--- src/pfm_pkg.sv ---
// Constants, register map and carrier types for the port function mux
package pfm_pkg;

  // ----------------------------------------------------------------
  // Register byte offsets (one 32-bit word each, data in bits 7:0)
  // ----------------------------------------------------------------
  localparam logic [7:0] OFS_P6_DIR = 8'h00; // Port 6 direction
  localparam logic [7:0] OFS_P6_OUT = 8'h04; // Port 6 output_latch
  localparam logic [7:0] OFS_P6_PIN = 8'h08; // Port 6 pin state, read only
  localparam logic [7:0] OFS_PA_DIR = 8'h0C; // Port A direction
  localparam logic [7:0] OFS_PA_OUT = 8'h10; // Port A output_latch
  localparam logic [7:0] OFS_PA_PIN = 8'h14; // Port A pin state, read only
  localparam logic [7:0] OFS_PA_PU = 8'h18; // Port A pullup_control_bits
  localparam logic [7:0] OFS_PB_DIR = 8'h1C; // Port B direction
  localparam logic [7:0] OFS_PB_OUT = 8'h20; // Port B output_latch
  localparam logic [7:0] OFS_PB_PIN = 8'h24; // Port B pin state, read only
  localparam logic [7:0] OFS_PB_PU = 8'h28; // Port B pullup_control_bits
  localparam logic [7:0] OFS_MODE = 8'h2C; // Latched mode, read only

  // ----------------------------------------------------------------
  // Bus answers, reset values, timing
  // ----------------------------------------------------------------
  localparam logic [1:0] RESP_OKAY = 2'h0; // Access done
  localparam logic [1:0] RESP_SLVERR = 2'h2; // Unmapped or read-only
  localparam logic [7:0] DIR_RST = 8'h00; // All pins input
  localparam logic [7:0] LATCH_RST = 8'h00; // Output latch cleared
  localparam logic [7:0] PU_RST = 8'h00; // Pull-ups off
  localparam logic [1:0] MODE_SETTLE = 2'h2; // Edges before mode capture

  // ----------------------------------------------------------------
  // Operating modes
  // ----------------------------------------------------------------
  localparam logic [2:0] MODE_1 = 3'h1;
  localparam logic [2:0] MODE_2 = 3'h2;
  localparam logic [2:0] MODE_3 = 3'h3;
  localparam logic [2:0] MODE_4 = 3'h4;
  localparam logic [2:0] MODE_5 = 3'h5;
  localparam logic [2:0] MODE_6 = 3'h6;

  // Pin group behaviour per mode
  typedef enum logic [1:0] {
    KIND_IO = 2'h0, // Plain I/O
    KIND_ADDR = 2'h1, // Fixed address output
    KIND_DIRADDR = 2'h2 // Input when dir 0, address when dir 1
  } pfm_kind_t;

  // Software settings of one port
  typedef struct packed {
    logic [7:0] dir;
    logic [7:0] latch;
    logic [7:0] pu;
  } pfm_cfg_t;

  // Pad drive of one port
  typedef struct packed {
    logic [7:0] out;
    logic [7:0] oe;
    logic [7:0] pull;
  } pfm_pad_t;

  // Whole block state
  typedef struct packed {
    pfm_cfg_t p6;
    pfm_cfg_t pa;
    pfm_cfg_t pb;
    logic [7:0] s1_p6;
    logic [7:0] s1_pa;
    logic [7:0] s1_pb;
    logic [7:0] s2_p6;
    logic [7:0] s2_pa;
    logic [7:0] s2_pb;
    logic [2:0] s1_mode;
    logic [2:0] s2_mode;
    logic [1:0] mode_cnt;
    logic mode_ok;
    logic [2:0] mode;
    pfm_pad_t pad6;
    pfm_pad_t pada;
    pfm_pad_t padb;
    logic [7:0] irq;
    logic [1:0] dreq;
    logic aw_have;
    logic [7:0] awaddr;
    logic w_have;
    logic [7:0] wdata;
    logic wlane0;
    logic awready;
    logic wready;
    logic bvalid;
    logic [1:0] bresp;
    logic arready;
    logic rvalid;
    logic [7:0] rdata;
    logic [1:0] rresp;
  } pfm_state_t;

  localparam pfm_state_t ST_RST = '0; // Reset image of the state

endpackage : pfm_pkg

--- src/pfm_top.sv ---
// Port function multiplexer for ports 6, A and B with AXI4-Lite access
//
// Local design decisions: the AXI4-Lite slave port and the placing of the registers.
`timescale 1ns/1ps
// Overview of operation
// - Port 6 carries DMA, chip-select and interrupt lines
// - Modes 1-3: upper port A is I/O plus interrupts
// - Mode 6 upper port A: dir 0 input, 1 address
// - Mode 6 port B, lower A: dir selects input or address
// - Ports A and B have switchable pad pull-ups
// - Each port has direction, output latch, pin readback
// - Separate per-pin pull-up control register for A, B
module pfm_top (
  // System
  input wire logic clock,
  input wire logic sys_rst,
  // Mode strap pins
  input wire logic [2:0] mode_pins,
  // Pads of port 6, A and B
  input wire logic [7:0] p6_in,
  output logic [7:0] p6_out,
  output logic [7:0] p6_oe,
  input wire logic [7:0] pa_in,
  output logic [7:0] pa_out,
  output logic [7:0] pa_oe,
  output logic [7:0] pa_pullup,
  input wire logic [7:0] pb_in,
  output logic [7:0] pb_out,
  output logic [7:0] pb_oe,
  output logic [7:0] pb_pullup,
  // Bus controller and DMA side
  input wire logic [23:8] addr_in,
  input wire logic [7:4] chip_select_out,
  input wire logic [7:4] chip_select_en,
  input wire logic [1:0] dma_transfer_end_out,
  input wire logic [1:0] dma_transfer_end_en,
  output logic [1:0] dma_request_in,
  output logic [7:0] ext_interrupt_in,
  output logic [2:0] mode_sel,
  // AXI4-Lite slave
  input wire logic [7:0] awaddr,
  input wire logic awvalid,
  output logic awready,
  input wire logic [31:0] wdata,
  input wire logic [3:0] wstrb,
  input wire logic wvalid,
  output logic wready,
  output logic [1:0] bresp,
  output logic bvalid,
  input wire logic bready,
  input wire logic [7:0] araddr,
  input wire logic arvalid,
  output logic arready,
  output logic [31:0] rdata,
  output logic [1:0] rresp,
  output logic rvalid,
  input wire logic rready
);

  // ----------------------------------------------------------------
  // Mode decode functions
  // ----------------------------------------------------------------

  // Lower port A kind per mode
  function automatic pfm_pkg::pfm_kind_t pa_lo_kind(input logic [2:0] m);
    case (m)
      pfm_pkg::MODE_4, pfm_pkg::MODE_5: pa_lo_kind = pfm_pkg::KIND_ADDR;
      pfm_pkg::MODE_6: pa_lo_kind = pfm_pkg::KIND_DIRADDR;
      default: pa_lo_kind = pfm_pkg::KIND_IO;
    endcase
  endfunction : pa_lo_kind

  // Upper port A kind per mode
  function automatic pfm_pkg::pfm_kind_t pa_hi_kind(input logic [2:0] m);
    case (m)
      pfm_pkg::MODE_4, pfm_pkg::MODE_5,
      pfm_pkg::MODE_6: pa_hi_kind = pfm_pkg::KIND_DIRADDR;
      default: pa_hi_kind = pfm_pkg::KIND_IO;
    endcase
  endfunction : pa_hi_kind

  // Port B kind per mode
  function automatic pfm_pkg::pfm_kind_t pb_kind(input logic [2:0] m);
    case (m)
      pfm_pkg::MODE_1, pfm_pkg::MODE_4,
      pfm_pkg::MODE_5: pb_kind = pfm_pkg::KIND_ADDR;
      pfm_pkg::MODE_2, pfm_pkg::MODE_6: pb_kind = pfm_pkg::KIND_DIRADDR;
      default: pb_kind = pfm_pkg::KIND_IO;
    endcase
  endfunction : pb_kind

  // Expanded modes with extra chip selects
  function automatic logic cs_mode(input logic [2:0] m);
    cs_mode = (m == pfm_pkg::MODE_4) || (m == pfm_pkg::MODE_5) ||
              (m == pfm_pkg::MODE_6);
  endfunction : cs_mode

  // Pad drive of a port from kinds, settings and address bits
  function automatic pfm_pkg::pfm_pad_t apply_kind(
    input pfm_pkg::pfm_kind_t lo,
    input pfm_pkg::pfm_kind_t hi,
    input pfm_pkg::pfm_cfg_t c,
    input logic [7:0] a
  );
    pfm_pkg::pfm_pad_t p;
    pfm_pkg::pfm_kind_t k;
    p = '0;
    for (int i = 0; i < 8; i++) begin
      k = (i < 4) ? lo : hi;
      case (k)
        pfm_pkg::KIND_ADDR: begin
          p.oe[i] = 1'b1;
          p.out[i] = a[i];
        end
        pfm_pkg::KIND_DIRADDR: begin
          p.oe[i] = c.dir[i];
          p.out[i] = a[i];
        end
        default: begin
          p.oe[i] = c.dir[i];
          p.out[i] = c.latch[i];
        end
      endcase
      p.pull[i] = c.pu[i] & ~p.oe[i];
    end
    apply_kind = p;
  endfunction : apply_kind

  // ----------------------------------------------------------------
  // State
  // ----------------------------------------------------------------
  pfm_pkg::pfm_state_t st_ff; // Registered state
  pfm_pkg::pfm_state_t nxt_st; // Next state

  // ----------------------------------------------------------------
  // Next-state logic
  // ----------------------------------------------------------------

  // Sync, mode capture, pin muxing and register bus
  always_comb begin
    logic [7:0] rd;
    logic rd_ok;
    logic [7:0] irq_gate;
    nxt_st = st_ff;
    rd = 8'h00;
    rd_ok = 1'b1;
    irq_gate = 8'hFF; // Every interrupt input open by default
    // Two-flop synchronisers for pads and strap pins
    nxt_st.s1_p6 = p6_in;
    nxt_st.s1_pa = pa_in;
    nxt_st.s1_pb = pb_in;
    nxt_st.s2_p6 = st_ff.s1_p6;
    nxt_st.s2_pa = st_ff.s1_pa;
    nxt_st.s2_pb = st_ff.s1_pb;
    nxt_st.s1_mode = mode_pins;
    nxt_st.s2_mode = st_ff.s1_mode;
    // Mode taken once after settling, then frozen
    if (!st_ff.mode_ok) begin
      if (st_ff.mode_cnt == pfm_pkg::MODE_SETTLE) begin
        nxt_st.mode = st_ff.s2_mode;
        nxt_st.mode_ok = 1'b1;
      end else begin
        nxt_st.mode_cnt = st_ff.mode_cnt + 2'h1;
      end
    end
    // Port A and B pads from mode and settings
    nxt_st.pada = apply_kind(pa_lo_kind(st_ff.mode),
      pa_hi_kind(st_ff.mode), st_ff.pa, addr_in[23:16]);
    nxt_st.padb = apply_kind(pb_kind(st_ff.mode),
      pb_kind(st_ff.mode), st_ff.pb, addr_in[15:8]);
    // Port 6: chip select over transfer end over plain I/O
    for (int i = 0; i < 8; i++) begin
      nxt_st.pad6.oe[i] = st_ff.p6.dir[i];
      nxt_st.pad6.out[i] = st_ff.p6.latch[i];
    end
    nxt_st.pad6.pull = 8'h00;
    if (dma_transfer_end_en[0]) begin
      nxt_st.pad6.oe[1] = 1'b1;
      nxt_st.pad6.out[1] = dma_transfer_end_out[0];
    end
    if (dma_transfer_end_en[1]) begin
      nxt_st.pad6.oe[3] = 1'b1;
      nxt_st.pad6.out[3] = dma_transfer_end_out[1];
    end
    if (cs_mode(st_ff.mode)) begin
      for (int j = 0; j < 4; j++) begin
        if (chip_select_en[j + 4]) begin
          nxt_st.pad6.oe[(j < 2) ? j : j + 4] = 1'b1;
          nxt_st.pad6.out[(j < 2) ? j : j + 4] = chip_select_out[j + 4];
        end
      end
    end
    // Interrupt and DMA request inputs; address pins feed none
    if (pa_hi_kind(st_ff.mode) == pfm_pkg::KIND_DIRADDR) begin
      irq_gate[7:4] = ~st_ff.pa.dir[7:4];
    end
    nxt_st.irq = {st_ff.s2_pa[7:4], st_ff.s2_p6[7:4]} & irq_gate;
    nxt_st.dreq = {st_ff.s2_p6[2], st_ff.s2_p6[0]};
    // Write address and data channels
    if (awvalid && st_ff.awready) begin
      nxt_st.aw_have = 1'b1;
      nxt_st.awaddr = awaddr;
    end
    if (wvalid && st_ff.wready) begin
      nxt_st.w_have = 1'b1;
      nxt_st.wdata = wdata[7:0];
      nxt_st.wlane0 = wstrb[0];
    end
    // Write performed once both halves are held
    if (st_ff.aw_have && st_ff.w_have && !st_ff.bvalid) begin
      nxt_st.aw_have = 1'b0;
      nxt_st.w_have = 1'b0;
      nxt_st.bvalid = 1'b1;
      nxt_st.bresp = pfm_pkg::RESP_OKAY;
      case (st_ff.awaddr)
        pfm_pkg::OFS_P6_DIR: begin
          if (st_ff.wlane0) nxt_st.p6.dir = st_ff.wdata;
        end
        pfm_pkg::OFS_P6_OUT: begin
          if (st_ff.wlane0) nxt_st.p6.latch = st_ff.wdata;
        end
        pfm_pkg::OFS_PA_DIR: begin
          if (st_ff.wlane0) nxt_st.pa.dir = st_ff.wdata;
        end
        pfm_pkg::OFS_PA_OUT: begin
          if (st_ff.wlane0) nxt_st.pa.latch = st_ff.wdata;
        end
        pfm_pkg::OFS_PA_PU: begin
          if (st_ff.wlane0) nxt_st.pa.pu = st_ff.wdata;
        end
        pfm_pkg::OFS_PB_DIR: begin
          if (st_ff.wlane0) nxt_st.pb.dir = st_ff.wdata;
        end
        pfm_pkg::OFS_PB_OUT: begin
          if (st_ff.wlane0) nxt_st.pb.latch = st_ff.wdata;
        end
        pfm_pkg::OFS_PB_PU: begin
          if (st_ff.wlane0) nxt_st.pb.pu = st_ff.wdata;
        end
        default: nxt_st.bresp = pfm_pkg::RESP_SLVERR;
      endcase
    end else if (st_ff.bvalid && bready) begin
      nxt_st.bvalid = 1'b0;
    end
    nxt_st.awready = !nxt_st.aw_have && !nxt_st.bvalid;
    nxt_st.wready = !nxt_st.w_have && !nxt_st.bvalid;
    // Read channel: pin state comes from the synchronised pads
    case (araddr)
      pfm_pkg::OFS_P6_DIR: rd = st_ff.p6.dir;
      pfm_pkg::OFS_P6_OUT: rd = st_ff.p6.latch;
      pfm_pkg::OFS_P6_PIN: rd = st_ff.s2_p6;
      pfm_pkg::OFS_PA_DIR: rd = st_ff.pa.dir;
      pfm_pkg::OFS_PA_OUT: rd = st_ff.pa.latch;
      pfm_pkg::OFS_PA_PIN: rd = st_ff.s2_pa;
      pfm_pkg::OFS_PA_PU: rd = st_ff.pa.pu;
      pfm_pkg::OFS_PB_DIR: rd = st_ff.pb.dir;
      pfm_pkg::OFS_PB_OUT: rd = st_ff.pb.latch;
      pfm_pkg::OFS_PB_PIN: rd = st_ff.s2_pb;
      pfm_pkg::OFS_PB_PU: rd = st_ff.pb.pu;
      pfm_pkg::OFS_MODE: rd = {5'h00, st_ff.mode};
      default: rd_ok = 1'b0;
    endcase
    if (arvalid && st_ff.arready) begin
      nxt_st.rvalid = 1'b1;
      nxt_st.rdata = rd;
      nxt_st.rresp = rd_ok ? pfm_pkg::RESP_OKAY : pfm_pkg::RESP_SLVERR;
    end else if (st_ff.rvalid && rready) begin
      nxt_st.rvalid = 1'b0;
    end
    nxt_st.arready = !nxt_st.rvalid;
  end

  // State register, synchronous reset
  always_ff @(posedge clock) begin
    if (sys_rst) begin
      st_ff <= pfm_pkg::ST_RST;
    end else begin
      st_ff <= nxt_st;
    end
  end

  // ----------------------------------------------------------------
  // Outputs, all straight from the state register
  // ----------------------------------------------------------------
  assign p6_out = st_ff.pad6.out;
  assign p6_oe = st_ff.pad6.oe;
  assign pa_out = st_ff.pada.out;
  assign pa_oe = st_ff.pada.oe;
  assign pa_pullup = st_ff.pada.pull;
  assign pb_out = st_ff.padb.out;
  assign pb_oe = st_ff.padb.oe;
  assign pb_pullup = st_ff.padb.pull;
  assign dma_request_in = st_ff.dreq;
  assign ext_interrupt_in = st_ff.irq;
  assign mode_sel = st_ff.mode;
  assign awready = st_ff.awready;
  assign wready = st_ff.wready;
  assign bvalid = st_ff.bvalid;
  assign bresp = st_ff.bresp;
  assign arready = st_ff.arready;
  assign rvalid = st_ff.rvalid;
  assign rdata = {24'h000000, st_ff.rdata};
  assign rresp = st_ff.rresp;
endmodule : pfm_top

--- config.mk ---
export PLATFORM = sky130hd
export DESIGN_NAME = pfm_top
export DESIGN_NICKNAME = d
export VERILOG_FILES = /design/src/pfm_pkg.sv /design/src/pfm_top.sv
export SDC_FILE = /design/constraint.sdc
export NUM_CORES = 1
export LEC_CHECK = 0
export BUFFER_PORTS_ARGS = -buffer_cell sky130_fd_sc_hd__buf_2
export CAP_MARGIN = 10
export CORE_MARGIN = 4
export CORE_UTILIZATION = 48
export CTS_CLUSTER_SIZE = 10
export DETAILED_ROUTE_END_ITERATION = 10
export GPL_ROUTABILITY_DRIVEN = 0
export PLACE_DENSITY = 0.76
export SYNTH_ARGS = -nofsm -noshare
export SYNTH_HDL_FRONTEND = slang
export SYNTH_SLANG_ARGS = --single-unit
--- constraint.sdc ---
create_clock -name clock -period 1.6 [get_ports clock]
set_input_delay 0.32 -clock clock [delete_from_list [all_inputs] [get_ports clock]]
set_output_delay 0.32 -clock clock [all_outputs]
set_load 0.02 [all_outputs]
Yosys cells after proc, flatten, opt, wreduce, memory -nomap -nowiden

Index checks and enable logic that the tools add are counted.

Output and inout port bits: 118
Input bits: 114
Register bits after elaboration: 234
Logic and storage cells: 211

Reduce and logical (&&, ||, !) cells: 37
Eq/ne operators: 30
Bitwise logic cells: 36
$add $sub $neg: 1
Muxes and demuxes: 65

Operator list:

| kind                                                | count |
|---|---|
| case mux 8 bit (12 select lines)                    | 1 |
| equality test 8 x 5 -> 1 bit, second input constant | 7 |
| two-way mux 1 bit                                   | 51 |
| equality test 8 x 6 -> 1 bit, second input constant | 6 |
| equality test 8 x 4 -> 1 bit, second input constant | 3 |
| AND reduction 3 bit                                 | 8 |
| inverter 1 bit                                      | 18 |
| AND 1 bit                                           | 16 |
| equality test 8 x 3 -> 1 bit, second input constant | 2 |
| zero test 8 bit                                     | 2 |
| two-way mux 4 bit                                   | 4 |
| OR reduction 12 bit                                 | 1 |
| two-way mux 10 bit                                  | 1 |
| two-way mux 2 bit                                   | 5 |
| OR reduction 2 bit                                  | 5 |
| equality test 3 bit, second input constant          | 3 |
| logical AND 1 bit                                   | 9 |
| two-way mux 9 bit                                   | 1 |
| AND 8 bit                                           | 1 |
| equality test 2 bit, second input constant          | 4 |
| case mux 2 bit (2 select lines)                     | 2 |
| OR reduction 8 bit                                  | 1 |
| equality test 2 x 1 -> 1 bit, second input constant | 3 |
| OR reduction 3 bit                                  | 2 |
| 7 further kinds                                     | 13 |

Longest topological paths before layout

Word-level depth: 7
Gate-level depth with buffers: 8
Mapped depth without buffers: 6

Least setup slack after synthesis

No wires, ideal clock.

Path type: reg2reg
From: register st_ff[34] (netlist name)
To: register st_ff[202] (netlist name)
Data arrival time: 1.594 ns
Period minus slack after synthesis: 1.721 ns
Setup slack: -0.121 ns
Data required time: 1.472 ns
Path buffers: 0
Library setup time: 0.128 ns
Stages on the path, launching flop included: 6
Cell sequence: dfxtp_1 or4_4 nor2_1 nand3_2 mux2i_1 nor2_1

Word-level cells in the longest chain between the ends: 2

RTL lines:

| element                       | line           | text |
|---|---|---|
| start: declaration            | pfm_top.sv:132 | `pfm_pkg::pfm_state_t st_ff;` |
| start signal: assignment      | pfm_top.sv:276 | `st_ff <= pfm_pkg::ST_RST;` |
| start signal: assignment      | pfm_top.sv:278 | `st_ff <= nxt_st;` |
| equality test 8 x 5 -> 1 bit  | pfm_top.sv:215 | `case (st_ff.awaddr)` |
| AND reduction 3 bit (no line) | -              |  |

Every way passes these cells.
A chain may end at the register's enable or synchronous reset.

Worst setup path after layout

From: register st_ff[34] (netlist name)
To: register st_ff[221] (netlist name)

Word-level cells in the longest chain between the ends: 2

RTL lines:

| element                       | line |
|---|---|
| equality test 8 x 4 -> 1 bit  | pfm_top.sv:215 |
| AND reduction 3 bit (no line) | - |

Every way passes these cells.

==> results_dict.tcl <==
set metrics [dict create \
    status "finished with violations" \
    violations "setup timing" \
    period_needed_ns 1.84 \
    placed_cell_area_um2 10300 \
    final_cell_area_um2 11200 \
    path_depth 6 \
    htree_levels 1 \
    max-cap-violations 0 \
    synth_cell_types 64 \
    met2_usage_pct 34.5 \
    io_buffers 178 \
    wl_per_cell_um 17.3 \
    ant_nets 0 \
    hold_path.class "in2reg" \
    met1_usage_pct 27.6 \
    relSlewSlack_pct 55.6 \
    overflow 0 \
    fmax_mhz 545 \
    tightest_slew_ns 0.664 \
    cts_buffer_depth 3 \
    period_share_pct 115 \
    cp-startpoint "st_ff[34]$_SDFFE_PP0P_" \
    grtUsageTotal_pct 21.4 \
    rows 51 \
    drc 0 \
    clockRootBuffer "clkbuf_16" \
    largest_reg_flops 105 \
    worstPathMaxFanout 8 \
    yosys_most_used_dff "dfxtp_1" \
    power_density_nw_per_um2 1100 \
    critPathArrivalTime_ns 2.28 \
    fillers 1689 \
    dp_hpwl_um 17700 \
    path_buf_inv 1 \
    path_clk_slew_ns 0.05 \
    first_iter_violations 627 \
    synth_top_area_share_pct 49.1 \
    met3_usage_pct 5.18 \
    start_kind "flip-flop" \
    place_ws_ns -0.285 \
    coreArea_um2 19400 \
    busiest_layer "met2" \
    numClockSinks 232 \
    dieArea_um2 22000 \
    synth-async-reset-ratio_pct 0 \
    wl_um 24000 \
    clock_latency_ns 0.52 \
    reg2reg_depth 6 \
    slowest_stage "or4_4" \
    final_nets 1234 \
    ios 232 \
    required_ns 2.04 \
    grt_pass1_wl_um 37200 \
    setup_violations 64 \
    final_cell_mix "dfxtp_1, buf_2, nor2_1, mux2i_1, nor2b_1" \
    syn_inst 984 \
    setup.worst_path.end "st_ff[221]$_SDFFE_PP0P_" \
    slew_violations 0 \
    firstDrtPassIters 7 \
    vias 7033 \
    cts_buffers 27 \
    syn-cell-area_um2 9460 \
    ys_ff_latch 232 \
    vias_per_cell 5.07 \
    grt_max_degree 54 \
    ir_drop_uv 660 \
    ys_seq_area_share_pct 49.1 \
    die_w_um 148 \
    p_leak_nw 5.11 \
    critPathMaxStageDelay_ns 0.61 \
    synth_edf_count 0 \
    fin_worst_skew_ns 0.00972 \
    cp_cell_sequence "or4_4, nor4b_4, buf_6, and2_4, nand2_1, a21oi_2" \
    initial_core_util_pct 48.8 \
    area_delta_synth_final_pct 17.9 \
    cts_tree "done" \
    ys_warn_count 0 \
    end_kind "flip-flop" \
    synthTopCellsByArea "dfxtp_1, mux2i_1, buf_4, nor2b_1, nor2_1" \
    timing.rr.end "st_ff[221]$_SDFFE_PP0P_" \
    r2r_slack_ns -0.24 \
    critical_path_class "reg2reg" \
    hold_violations 0 \
    timing.rr.start "st_ff[34]$_SDFFE_PP0P_" \
    critical-path-top-delay-family "simple AND/OR/NAND/NOR gates" \
    grt_pass1_vias 6970 \
    synth_area_leader_cell "dfxtp_1" \
    die_h_um 148 \
    final_common_cell "dfxtp_1" \
    rsz0062_at_grt "true" \
    drive_above_1_share_pct 28.5 \
    setup_ws_ns -0.236 \
    antenna_found_initial 4 \
    top_register "st_ff" \
    syn_avg_cell_area_um2 9.62 \
]
[area by class of cell]
type / instances / area, um2 / share of cell area, %
Antenna cell: 1 / 2.50 / 0.0224
Clock buffer: 33 / 718 / 6.44
Inverter: 4 / 15.0 / 0.135
Multi-Input combinational cell: 602 / 3840 / 34.4
Sequential cell: 232 / 4650 / 41.7
Tap cell: 265 / 332 / 2.97
Timing Repair Buffer: 250 / 1600 / 14.4
[Yosys cell counts (5+ instances only)]
cell and n:
and2_1 6, nor2_1 137, nand3_1 9, nand2_1 75
o21ai_0 10, clkbuf_1 35, buf_2 12, nor3b_1 20
mux2i_1 97, buf_6 8, a21oi_1 37, buf_4 114
nor2b_1 86, dfxtp_1 232, a22oi_1 5, nor3_1 9
nor4_1 5
[worst min-delay path by stage]
stage | startpoint | endpoint | depth (start not counted)
6_report | pb_in[0] | nxt_st[130]$_SDFF_PP0_ | 2
5_1_grt | p6_in[4] | nxt_st[150]$_SDFF_PP0_ | 2
4_1_cts | pa_in[3] | nxt_st[141]$_SDFF_PP0_ | 2
3_5_place_dp | nxt_st[148]$_SDFF_PP0_ | nxt_st[37]$_SDFF_PP0_ | 1
3_3_place_gp | nxt_st[151]$_SDFF_PP0_ | st_ff[151]$_SDFF_PP0_ | 1
2_1_floorplan | nxt_st[146]$_SDFF_PP0_ | nxt_st[36]$_SDFF_PP0_ | 1
[logic make-up after synthesis]
family | synth area share [%]
other cells | 0.0396
compound gates | 5.86
mux | 11.5
xor+xnor | 0.0926
simple gates | 20.8
buf+inv | 12.3
fa+ha+maj | 0.397
flops | 49.1
[through the flow]
| stage | cells | util, % | total power [mW] | setup TNS [ns] | hold WS, ns |
|---|---|---|---|---|---|
| floorplan | 1009 | - | 6.91 | -1.97 | 0.414 |
| global placement | 1348 | 53.2 | 7.20 | -9.28 | 0.418 |
| detailed placement | 1348 | 53.2 | 7.23 | -11.94 | 0.421 |
| CTS | 1384 | 57.2 | 12.4 | -11.68 | 0.00134 |
| global route | 1387 | 57.5 | 12.8 | -14.14 | 0.00592 |
| finish | 1387 | 57.5 | 12.3 | -10.09 | 0.0179 |
[metal layers]
metal	wire length [um]	vias to the layer above	share of wire [%]
met5	35	-	0.15
met2	11000	318	46
met4	923	6	3.8
met3	2190	68	9.1
li1	-	3400	-
met1	9860	3241	41
[power by group]
part / total, mW / switching (mW) / internal (mW)
registers: 6.08 / 0.126 / 5.96
clock network: 5.16 / 2.09 / 3.08
logic: 1.05 / 0.602 / 0.452
[timing repair]
item                       in CTS  in global routing
hold endpoints to repair        2                  0
buffers inserted                1                  2
pin swaps                       4                 13
setup endpoints to repair      72                 75
resized for setup               8                 14
hold buffers                    2                  0
No activity file was read; power rests on OpenSTA's default activity.
